File: src/serial_port_regs.svh
// Offsets, field positions, reset values and timing figures of the serial host port
`ifndef SERIAL_PORT_REGS_SVH
`define SERIAL_PORT_REGS_SVH

// APB register byte offsets
`define OFS_CTRL        12'h000
`define OFS_STATUS      12'h004
`define OFS_LAST_CMD    12'h008
`define OFS_WORD_COUNT  12'h00c

// Control register fields
`define CTRL_ANC_READBACK 0
`define CTRL_ANC_INSERT   1
`define CTRL_RESET        2'h0

// Status register fields
`define STAT_BUSY       0
`define STAT_TEST_MODE  1
`define STAT_GAP_VIOL   2
`define STAT_READ_DRIVE 3

// Command word layout
`define CMD_READ_BIT 15
`define CMD_INC_BIT  12
`define CMD_ADDR_MSB 11

// Timing figures in picoseconds
`define CLK_PERIOD_PS 4000
`define WR_GAP_PS     37100
`define RD_GAP_PS     148400
`define ANC_RD_GAP_PS 222600

`endif

File: src/serial_port_pkg.sv
// Types shared by the serial host port modules
package serial_port_pkg;

  // Serial access sequencer states
  typedef enum logic [1:0] {ST_IDLE, ST_CMD, ST_DATA, ST_HOLD} port_state_t;

  // Complete state of the port top level
  typedef struct packed {
    port_state_t  state;
    logic [3:0]   bit_cnt;
    logic [15:0]  in_shift;
    logic [15:0]  out_shift;
    logic         cmd_read;
    logic         cmd_inc;
    logic [11:0]  addr;
    logic [11:0]  mem_addr;
    logic         sclk_prev;
    logic         rd_req;
    logic         wr_req;
    logic         load_pending;
    logic         rd_drive;
    logic [15:0]  wr_data;
    logic [7:0]   gap_cnt;
    logic         anc_readback;
    logic         anc_insert;
    logic         gap_viol;
    logic [15:0]  last_cmd;
    logic [15:0]  word_cnt;
    logic [31:0]  prdata;
    logic         pready;
    logic         pslverr;
  } port_regs_t;

endpackage

File: src/reg_store_if.sv
// Request and answer signals between the serial sequencer and the register store
`timescale 1ns/100ps
interface reg_store_if;
  logic        rd_en;
  logic        wr_en;
  logic [11:0] addr;
  logic [15:0] wdata;
  logic [15:0] rdata;

  // Sequencer side
  modport engine (output rd_en, output wr_en, output addr, output wdata, input rdata);
  // Store side
  modport store (input rd_en, input wr_en, input addr, input wdata, output rdata);
endinterface

File: src/serial_host_register_port.sv
// Four-wire serial host register port with APB status and control
//
// Overview of operation
// RULE1 - Four wires: data in, out, select, clock
// RULE2 - Port works only while select strap low
// RULE3 - Serial out is unregistered copy of in
// RULE4 - Host opens each access with command word
// RULE5 - Data word follows command, direction by flag
// RULE6 - Command sent MSB first, flags plus address
// RULE7 - Command bits sampled on serial clock rise
// RULE8 - Without increment, host sends one data word
// RULE9 - With increment, each word targets next address
// RULE10 - Increment applies to reads and writes
// RULE11 - Host selects one device for reads
// RULE12 - Writes pass all bits through unchanged
// RULE13 - Every selected chained device accepts writes
// RULE14 - Host alone starts and ends accesses
// RULE15 - Write word gap at least 37.1 ns
// RULE16 - Read gap 148.4 ns, 222.6 with ancillary
// RULE17 - Select held 37.1 ns after last clock
// RULE18 - Select low before first clock rise
// RULE19 - Every register individually addressable
// RULE20 - Strap high hands pins to test port
// RULE21 - Bit15 read, bit12 increment, bits11:0 address
// RULE22 - Data MSB first, read drives serial out
// RULE23 - Host signals synchronised into core clock
//
// Our own choices: the register addresses and the APB register port.
`timescale 1ns/100ps
`include "serial_port_regs.svh"
module serial_host_register_port #(
  parameter int DEPTH = 64
) (
  input  wire logic        clk_sys,
  input  wire logic        reset_n,
  input  wire logic        clk_en,
  input  wire logic        sclk, // see RULE1
  input  wire logic        cs_n,
  input  wire logic        serial_in,
  output logic             serial_out,
  input  wire logic        if_select,
  input  wire logic [11:0] paddr,
  input  wire logic        psel,
  input  wire logic        penable,
  input  wire logic        pwrite,
  input  wire logic [31:0] pwdata,
  output logic      [31:0] prdata,
  output logic             pready,
  output logic             pslverr
);

  ////////////////////////////////////////////////////////////////////////////////
  // Gap figures in core clock cycles, rounded up

  localparam int WR_GAP_CYC  = (`WR_GAP_PS + `CLK_PERIOD_PS - 1) / `CLK_PERIOD_PS;
  localparam int RD_GAP_CYC  = (`RD_GAP_PS + `CLK_PERIOD_PS - 1) / `CLK_PERIOD_PS;
  localparam int ANC_GAP_CYC = (`ANC_RD_GAP_PS + `CLK_PERIOD_PS - 1) / `CLK_PERIOD_PS;

  serial_port_pkg::port_regs_t st;
  serial_port_pkg::port_regs_t next_st;

  logic [3:0]  sync_q;
  logic        sclk_s;
  logic        cs_n_s;
  logic        sin_s;
  logic        strap_s;
  logic        rise;
  logic        fall;
  logic [15:0] word_in;
  logic        cmd_done;
  logic        data_done;
  logic [7:0]  gap_need;
  logic        apb_access;

  reg_store_if mem ();

  ////////////////////////////////////////////////////////////////////////////////
  // Host pins pass two flip-flops before the sequencer uses them

  bit_sync #(
    .WIDTH (4)
  ) u_sync (
    .clk_sys  (clk_sys),
    .reset_n  (reset_n),
    .clk_en   (clk_en),
    .async_in ({if_select, serial_in, ~cs_n, sclk}), // Select inverted: reset reads as idle
    .sync_out (sync_q)
  ); // see RULE23

  assign sclk_s  = sync_q[0];
  assign cs_n_s  = !sync_q[1];
  assign sin_s   = sync_q[2];
  assign strap_s = sync_q[3];

  // Edges of the burst clock seen in the core domain
  assign rise      = sclk_s && !st.sclk_prev; // see RULE7
  assign fall      = !sclk_s && st.sclk_prev;
  assign word_in   = {st.in_shift[14:0], sin_s}; // see RULE6
  assign cmd_done  = (st.state == serial_port_pkg::ST_CMD) && rise && (st.bit_cnt == 4'hf);
  assign data_done = (st.state == serial_port_pkg::ST_DATA) && rise && (st.bit_cnt == 4'hf);
  assign apb_access = psel && penable && !st.pready;

  // Least gap before the next data word, by direction and ancillary mode
  always_comb
  begin
    if (!st.cmd_read)
      gap_need = 8'(WR_GAP_CYC); // see RULE15
    else if (st.anc_readback && st.anc_insert)
      gap_need = 8'(ANC_GAP_CYC); // see RULE16
    else
      gap_need = 8'(RD_GAP_CYC);
  end

  ////////////////////////////////////////////////////////////////////////////////
  // Register store

  reg_store #(
    .DEPTH (DEPTH)
  ) u_store (
    .clk_sys (clk_sys),
    .reset_n (reset_n),
    .clk_en  (clk_en),
    .bus     (mem.store)
  ); // see RULE19

  // Store requests come from registered state
  assign mem.rd_en = st.rd_req;
  assign mem.wr_en = st.wr_req;
  assign mem.addr  = st.mem_addr;
  assign mem.wdata = st.wr_data;

  ////////////////////////////////////////////////////////////////////////////////
  // Next state: APB slave first, serial sequencer after so its flags win

  always_comb
  begin
    next_st              = st;
    next_st.sclk_prev    = sclk_s;
    next_st.rd_req       = 1'b0;
    next_st.wr_req       = 1'b0;
    next_st.load_pending = st.rd_req;
    next_st.pready       = 1'b0;
    next_st.pslverr      = 1'b0;

    // APB access phase answered one cycle later
    if (apb_access)
    begin
      next_st.pready = 1'b1;
      next_st.prdata = 32'h0000_0000;
      unique case (paddr)
        `OFS_CTRL:
        begin
          next_st.prdata[`CTRL_ANC_READBACK] = st.anc_readback;
          next_st.prdata[`CTRL_ANC_INSERT]   = st.anc_insert;
        end
        `OFS_STATUS:
        begin
          next_st.prdata[`STAT_BUSY]       = (st.state != serial_port_pkg::ST_IDLE);
          next_st.prdata[`STAT_TEST_MODE]  = strap_s;
          next_st.prdata[`STAT_GAP_VIOL]   = st.gap_viol;
          next_st.prdata[`STAT_READ_DRIVE] = st.rd_drive;
        end
        `OFS_LAST_CMD:
          next_st.prdata[15:0] = st.last_cmd;
        `OFS_WORD_COUNT:
          next_st.prdata[15:0] = st.word_cnt;
        default:
          next_st.pslverr = 1'b1;
      endcase
    end

    // Writes land at the edge where pready is seen high, ending the transfer
    if (psel && penable && pwrite && st.pready)
    begin
      unique case (paddr)
        `OFS_CTRL:
        begin
          next_st.anc_readback = pwdata[`CTRL_ANC_READBACK];
          next_st.anc_insert   = pwdata[`CTRL_ANC_INSERT];
        end
        `OFS_STATUS:
          if (pwdata[`STAT_GAP_VIOL])
            next_st.gap_viol = 1'b0;
        `OFS_WORD_COUNT:
          next_st.word_cnt = 16'h0000;
        default:
          ; // Read-only and unmapped words ignore writes
      endcase
    end

    // Read data arrives one cycle after the store request
    if (st.load_pending)
      next_st.out_shift = mem.rdata;
    if (st.gap_cnt != 8'hff)
      next_st.gap_cnt = st.gap_cnt + 8'h01;

    // Deselect or test-port strap parks the sequencer
    if (strap_s || cs_n_s)
    begin
      next_st.state    = serial_port_pkg::ST_IDLE; // see RULE2
      next_st.rd_drive = 1'b0;
      next_st.bit_cnt  = 4'h0;
    end
    else
    begin
      unique case (st.state)
        serial_port_pkg::ST_IDLE:
          next_st.state = serial_port_pkg::ST_CMD;
        serial_port_pkg::ST_CMD:
        begin
          if (rise)
          begin
            next_st.in_shift = word_in; // see RULE7
            next_st.bit_cnt  = st.bit_cnt + 4'h1;
          end
          if (cmd_done)
          begin
            next_st.cmd_read = word_in[`CMD_READ_BIT]; // see RULE21
            next_st.cmd_inc  = word_in[`CMD_INC_BIT];
            next_st.addr     = word_in[`CMD_ADDR_MSB:0];
            next_st.mem_addr = word_in[`CMD_ADDR_MSB:0];
            next_st.rd_req   = word_in[`CMD_READ_BIT];
            next_st.rd_drive = word_in[`CMD_READ_BIT]; // see RULE22
            next_st.last_cmd = word_in;
            next_st.gap_cnt  = 8'h00;
            next_st.state    = serial_port_pkg::ST_DATA; // see RULE5
          end
        end
        serial_port_pkg::ST_DATA:
        begin
          // Shift read data out after falls inside the word, MSB first
          if (fall && st.rd_drive && st.bit_cnt != 4'h0)
            next_st.out_shift = {st.out_shift[14:0], 1'b0}; // see RULE22
          if (rise)
          begin
            if (st.bit_cnt == 4'h0 && st.gap_cnt < gap_need)
              next_st.gap_viol = 1'b1; // see RULE15
            next_st.in_shift = word_in;
            next_st.bit_cnt  = st.bit_cnt + 4'h1;
          end
          if (data_done)
          begin
            next_st.word_cnt = st.word_cnt + 16'h0001;
            next_st.gap_cnt  = 8'h00;
            if (!st.cmd_read)
            begin
              next_st.wr_req   = 1'b1; // see RULE13
              next_st.wr_data  = word_in;
              next_st.mem_addr = st.addr;
            end
            if (st.cmd_inc)
            begin
              next_st.addr = st.addr + 12'h001; // see RULE9
              if (st.cmd_read)
              begin
                next_st.rd_req   = 1'b1; // see RULE10
                next_st.mem_addr = st.addr + 12'h001;
              end
            end
            else
            begin
              next_st.state    = serial_port_pkg::ST_HOLD;
              next_st.rd_drive = 1'b0;
            end
          end
        end
        serial_port_pkg::ST_HOLD:
          next_st.state = serial_port_pkg::ST_HOLD;
      endcase
    end
  end

  // State register; reset clears every field of the port state
  always_ff @(posedge clk_sys or negedge reset_n)
  begin
    if (!reset_n)
    begin
      st <= '0; // see RULE20
    end
    else if (clk_en)
    begin
      st <= next_st;
    end
  end

  ////////////////////////////////////////////////////////////////////////////////
  // Outputs

  // Loop-through is combinational so a chained device sees the bit at once
  assign serial_out = st.rd_drive ? st.out_shift[15] : serial_in; // see RULE3
  assign prdata     = st.prdata;
  assign pready     = st.pready;
  assign pslverr    = st.pslverr;

  ////////////////////////////////////////////////////////////////////////////////
  // Checks

  chk_loop_through: assert property ( // see RULE12
    @(posedge clk_sys) disable iff (!reset_n)
    !st.rd_drive |-> serial_out == serial_in)
    else $error("serial_out does not follow serial_in");

  chk_read_drive: assert property ( // see RULE22
    @(posedge clk_sys) disable iff (!reset_n)
    st.rd_drive |-> serial_out == st.out_shift[15] && st.cmd_read)
    else $error("read phase not driving shift register");

  chk_strap_parks: assert property ( // see RULE2
    @(posedge clk_sys) disable iff (!reset_n)
    clk_en && strap_s |=> st.state == serial_port_pkg::ST_IDLE && !st.rd_drive)
    else $error("port active while strap high");

  chk_bit_sampled: assert property ( // see RULE7
    @(posedge clk_sys) disable iff (!reset_n)
    clk_en && rise && !cs_n_s && !strap_s && st.state == serial_port_pkg::ST_CMD
    |=> st.in_shift[0] == $past(sin_s) && st.bit_cnt == $past(st.bit_cnt) + 4'h1)
    else $error("command bit not sampled on rise");

  chk_cmd_fields: assert property ( // see RULE21
    @(posedge clk_sys) disable iff (!reset_n)
    clk_en && cmd_done && !cs_n_s && !strap_s
    |=> st.addr == $past(word_in[11:0]) && st.cmd_read == $past(word_in[15])
        && st.cmd_inc == $past(word_in[12]) && st.state == serial_port_pkg::ST_DATA)
    else $error("command word decoded wrongly");

  chk_auto_inc: assert property ( // see RULE9
    @(posedge clk_sys) disable iff (!reset_n)
    clk_en && data_done && st.cmd_inc && !cs_n_s && !strap_s
    |=> st.addr == $past(st.addr) + 12'h001 && st.state == serial_port_pkg::ST_DATA)
    else $error("address not incremented");

  chk_single_word: assert property ( // see RULE8
    @(posedge clk_sys) disable iff (!reset_n)
    clk_en && data_done && !st.cmd_inc && !cs_n_s && !strap_s
    |=> st.state == serial_port_pkg::ST_HOLD ##1 !st.wr_req)
    else $error("second word accepted without increment");

  chk_read_fetch: assert property ( // see RULE10
    @(posedge clk_sys) disable iff (!reset_n)
    clk_en && data_done && st.cmd_inc && st.cmd_read && !cs_n_s && !strap_s
    |=> st.rd_req && st.mem_addr == st.addr)
    else $error("next read word not fetched");

  chk_write_commit: assert property ( // see RULE13
    @(posedge clk_sys) disable iff (!reset_n)
    clk_en && data_done && !st.cmd_read && !cs_n_s && !strap_s
    |=> st.wr_req && st.wr_data == $past(word_in) && st.mem_addr == $past(st.addr))
    else $error("write word not committed");

  chk_apb_answer: assert property (
    @(posedge clk_sys) disable iff (!reset_n)
    clk_en && apb_access |=> pready ##1 !pready)
    else $error("APB answer not one cycle pulse");
endmodule

File: src/bit_sync.sv
// Two-stage synchroniser for a group of asynchronous inputs
`timescale 1ns/100ps
module bit_sync #(
  parameter int WIDTH = 4
) (
  input  wire logic             clk_sys,
  input  wire logic             reset_n,
  input  wire logic             clk_en,
  input  wire logic [WIDTH-1:0] async_in,
  output logic      [WIDTH-1:0] sync_out
);

  typedef struct packed {
    logic [WIDTH-1:0] s1;
    logic [WIDTH-1:0] s2;
  } sync_t;

  sync_t st;
  sync_t next_st;

  if (WIDTH < 1)
  begin : g_chk
    $error("bit_sync WIDTH must be at least 1");
  end

  // First stage is read only by the second stage
  always_comb
  begin
    next_st    = st;
    next_st.s1 = async_in;
    next_st.s2 = st.s1;
  end

  // State register, frozen while the clock enable is low
  always_ff @(posedge clk_sys or negedge reset_n)
  begin
    if (!reset_n)
      st <= '0;
    else if (clk_en)
      st <= next_st;
  end

  assign sync_out = st.s2;
endmodule

File: src/reg_store.sv
// Word store for the configuration and status registers behind the serial port
`timescale 1ns/100ps
module reg_store #(
  parameter int DEPTH = 64
) (
  input  wire logic  clk_sys,
  input  wire logic  reset_n,
  input  wire logic  clk_en,
  reg_store_if.store bus
);

  localparam int          AW    = $clog2(DEPTH);
  localparam logic [12:0] LIMIT = 13'(DEPTH);

  typedef struct packed {
    logic [DEPTH-1:0][15:0] words;
    logic [15:0]            rdata;
  } store_t;

  store_t st;
  store_t next_st;
  logic   in_range;

  if (DEPTH < 2 || DEPTH > 4096 || (1 << AW) != DEPTH)
  begin : g_chk
    $error("reg_store DEPTH must be a power of two from 2 to 4096");
  end

  // Addresses beyond the store ignore writes and read as zero
  always_comb
  begin
    in_range = ({1'b0, bus.addr} < LIMIT);
    next_st  = st;
    if (bus.wr_en && in_range)
      next_st.words[bus.addr[AW-1:0]] = bus.wdata;
    if (bus.rd_en)
      next_st.rdata = in_range ? st.words[bus.addr[AW-1:0]] : 16'h0000;
  end

  // Reset clears every word
  always_ff @(posedge clk_sys or negedge reset_n)
  begin
    if (!reset_n)
      st <= '0;
    else if (clk_en)
      st <= next_st;
  end

  assign bus.rdata = st.rdata;
endmodule

File: config.mk
export PLATFORM = sky130hd
export DESIGN_NAME = serial_host_register_port
export DESIGN_NICKNAME = d
export VERILOG_FILES = /design/src/serial_port_pkg.sv /design/src/reg_store_if.sv /design/src/serial_host_register_port.sv /design/src/bit_sync.sv /design/src/reg_store.sv
export VERILOG_INCLUDE_DIRS = /design/src
export SDC_FILE = /design/constraint.sdc
export NUM_CORES = 2
export LEC_CHECK = 0
export BUFFER_PORTS_ARGS = -buffer_cell sky130_fd_sc_hd__buf_2
export CAP_MARGIN = 20
export CORE_MARGIN = 3
export CORE_UTILIZATION = 55
export CTS_CLUSTER_SIZE = 8
export DETAILED_ROUTE_END_ITERATION = 8
export PLACE_DENSITY = 0.72
export SYNTH_ARGS = -nofsm -noshare
export SYNTH_HDL_FRONTEND = slang
export SYNTH_HIERARCHICAL = 1
export SYNTH_SLANG_ARGS = --single-unit
File: constraint.sdc
create_clock -name clk_sys -period 3.12 [get_ports clk_sys]
set_input_delay 0.624 -clock clk_sys [delete_from_list [all_inputs] [get_ports clk_sys]]
set_output_delay 0.624 -clock clk_sys [all_outputs]
set_load 0.02 [all_outputs]
==> impl_metrics.env <==
export IMPL_slew_headroom_pct=28.4
export IMPL_skew_ns=0.0219
export IMPL_crit_chain="buf_4, nor2b_4, buf_4, buf_4, buf_4, a221oi_1, nor2_1, a2111oi_0, a31oi_1"
export IMPL_synth_mux_area_share_pct=24.6
export IMPL_power_density_nw_per_um2=518
export IMPL_gp_congestion=1.02
export IMPL_worstSetupStartpoint="mem.addr[2]"
export IMPL_p_leak_nw=29.6
export IMPL_min_path_type="in -> reg"
export IMPL_cp_start_kind="flop"
export IMPL_grt_max_degree=99
export IMPL_worstReg2RegEnd="u_store/bus.rdata[13]"
export IMPL_period_minus_slack_ns=3.21
export IMPL_layout_common_cells="1172 x dfrtp_1, 1107 x mux2_2, 262 x a22oi_1"
export IMPL_ff2ff_setup_slack_ns=-0.09
export IMPL_synth_avg_cell_area_sq_um=12.8
export IMPL_yosys_warnings=6
export IMPL_placed_cell_area_sq_um=58600
export IMPL_io_pin_count=89
export IMPL_cp_num_buf_inv=4
export IMPL_worst_path_max_fanout=11
export IMPL_seq_area_frac_synth_pct=54.0
export IMPL_dr_max_layer_used="met5"
export IMPL_cts_sinks=1191
export IMPL_post_synth_instance_area_sq_um=55200
export IMPL_synthAdderAreaFrac_pct=0.295
export IMPL_nets=4484
export IMPL_synth_compound_area_share_pct=11.9
export IMPL_cpMaxStageDelayCell="a2111oi_0"
export IMPL_max_stage_delay_ns=0.86
export IMPL_cts_root_buffer="clkbuf_16"
export IMPL_cts_htree_levels=4
export IMPL_fin_ws_ns=-0.0866
export IMPL_cp_depth=9
export IMPL_syn_inst=4299
export IMPL_viasPerCell=6.97
export IMPL_end_kind="flop"
export IMPL_grt_pass1_wl_mm=265
export IMPL_cts_tree="yes"
export IMPL_clkLatencyLatePin_ns=0.77
export IMPL_required_ns=3.74
export IMPL_crit_end="u_store/bus.rdata[13]"
export IMPL_drt_iter0_drc=5086
export IMPL_syn2layout_area_growth_pct=14.7
export IMPL_vias=39900
export IMPL_cts_buffers=167
export IMPL_cp_arrival_ns=3.82
export IMPL_start_util_pct=55.8
export IMPL_final_common_cell="dfrtp_1"
export IMPL_hold_viol_final=0
export IMPL_place_inst=5532
export IMPL_period_share_pct=103
export IMPL_first_global_vias=40300
export IMPL_rows=115
export IMPL_ys_types=84
export IMPL_dp_hpwl_mm=115
export IMPL_r2r_worst_path_cells=9
export IMPL_post_route_drc_count=0
export IMPL_dieHeight_um=323
export IMPL_synth_flop_cell="dfrtp_1"
export IMPL_synth_edf_count=0
export IMPL_routed_wl_mm=178
export IMPL_drt_first_pass_iters=9
export IMPL_violations="negative setup slack"
export IMPL_grt_usage_pct=34.2
export IMPL_crit_family="compound AO/OA/AOI/OAI gates"
export IMPL_clockBufferDepth=3
export IMPL_r2r_start="mem.addr[2]"
export IMPL_setup_viol=82
export IMPL_synth_xor_area_share_pct=0.0953
export IMPL_multiInputGateArea_sq_um=23400
export IMPL_dieArea_sq_um=104000
export IMPL_ir_drop_mv=0.436
export IMPL_ys_ff_latch=1191
export IMPL_instances_no_fill=5731
export IMPL_port_buffers=43
export IMPL_status="complete, but fails checks"
export IMPL_die_w_um=323
export IMPL_detail_route_antenna_nets=0
export IMPL_core_area_sq_um=98900
export IMPL_overflow=0
export IMPL_fmax_mhz=312
export IMPL_finalSetupTns_ns=-3.91
export IMPL_antenna_found_initial=4
export IMPL_ys_async_sr_fraction_pct=100
export IMPL_place_ws_ns=-0.187
export IMPL_drive_gt1_share_pct=41.2
export IMPL_cap_violations=0
export IMPL_drv_slew=0
export IMPL_routedWlPerCell_um=31.0
export IMPL_clk_pin_slew_ns=0.05
export IMPL_met1_length_mm=69.9
export IMPL_seqCellArea_sq_um=29800
export IMPL_synth_top_family_by_area="multiplexers"
export IMPL_yosys_area_share_simple_pct=5.08
export IMPL_crit_top_cell="buf_4"
export IMPL_criticalPathCategory="reg -> reg"
export IMPL_rsz0062_at_grt="yes"
export IMPL_worstMarginPinSlew_ns=1.07
export IMPL_dr_wl_met2_mm=78.6
export IMPL_final_area_sq_um=63200
export IMPL_fillers=7347
export IMPL_wl_met3_mm=18.5
## cell families (layout without fill, tap and decap cells)
logic type      after synthesis  after routing
flops                      1191           1191
fa+ha+maj                    13             13
simple gates                520            520
compound gates              898            898
xor+xnor                      6              6
buf+inv                     475            602
other cells                   1             19
mux                        1195           1195
## sequential cells by signal (all words and copies together) (netlist names), named ones only
| signal | cells |
|---|---|
| prdata | 16 |
| u_store/bus.rdata | 16 |
| mem.addr | 11 |
| u_store/st | 1024 |
| mem.wdata | 16 |
| mem.rd_en | 1 |
| mem.wr_en | 1 |
| u_sync/sync_out | 4 |
| st | 95 |
| pready | 1 |
| pslverr | 1 |
| u_sync/next_st | 4 |
## cell usage after synthesis (all sizes together) (11+ instances only)
cell,count,area (sq um)
a211oi,11,82.6
a21oi,84,420
a221o,26,260
a221oi,113,990
a222oi,15,150
a22o,47,412
a22oi,262,1970
a31oi,18,113
and2,25,156
and3,18,113
buf,199,1150
clkbuf,250,940
dfrtp,1191,29800
ha,13,163
inv,26,97.6
mux2,1117,12600
mux2i,63,631
mux4,15,338
nand2,145,614
nand2b,15,93.8
nand3,55,295
nand4,11,68.8
nor2,125,549
nor2b,11,68.8
nor3,43,259
nor4,20,155
o21ai,109,546
o221ai,17,149
o22a,16,140
o22ai,87,544
o31ai,13,97.6
o32ai,13,114
## what timing repair did
action	4_1_cts	5_1_grt
hold buffers	1	0
endpoints found under the setup margin	5	372
endpoints found under the hold margin	79	0
buffers inserted	0	2
resized for setup	5	14
cloned	0	0
## through the flow
stage / util, % / power (mW) / hold WS, ns
after CTS: 63.9 / 32.9 / 0.0634
after floorplan: - / 16.2 / 0.328
after global routing: 64.0 / 33.7 / 0.0957
after detailed placement: 59.3 / 16.8 / 0.466
final: 64.0 / 32.8 / 0.0946
after global placement: 59.3 / 16.7 / 0.460
## final cells by class
cell class,instances,area share (%)
clock inverters,15,0.370
multi-input cells,2648,37.0
flip-flops and latches,1191,47.2
clock buffers,178,6.76
repair buffers,383,5.97
diodes,3,0.0119
well taps,1287,2.55
inverters,26,0.154
## power breakdown
group	internal [mW]	switching, mW	leakage (nW)
clock network	9.68	6.56	2.21
logic	0.245	0.548	10.9
registers	15.6	0.147	16.6
total	25.5	7.26	29.6
## how the worst min path moves through the flow
stage	from	to	slack [ns]	cells after the start
6_report	pwdata[1]	st[67]	0.09	2
5_1_grt	if_select	u_sync/next_st[3]	0.1	2
4_1_cts	pwdata[1]	st[67]	0.06	2
3_5_place_dp	prdata[5]	prdata[5]	0.47	2
3_3_place_gp	prdata[15]	prdata[15]	0.46	2
2_1_floorplan	reset_n	async pin	0.33	0
## layer usage
metal,GRT usage (%),vias to the layer above
met5,0,-
met1,45.2,20800
met2,51.2,2266
li1,-,16200
met4,18.7,4
met3,10.0,570
Power figures use the tool's default switching activity.
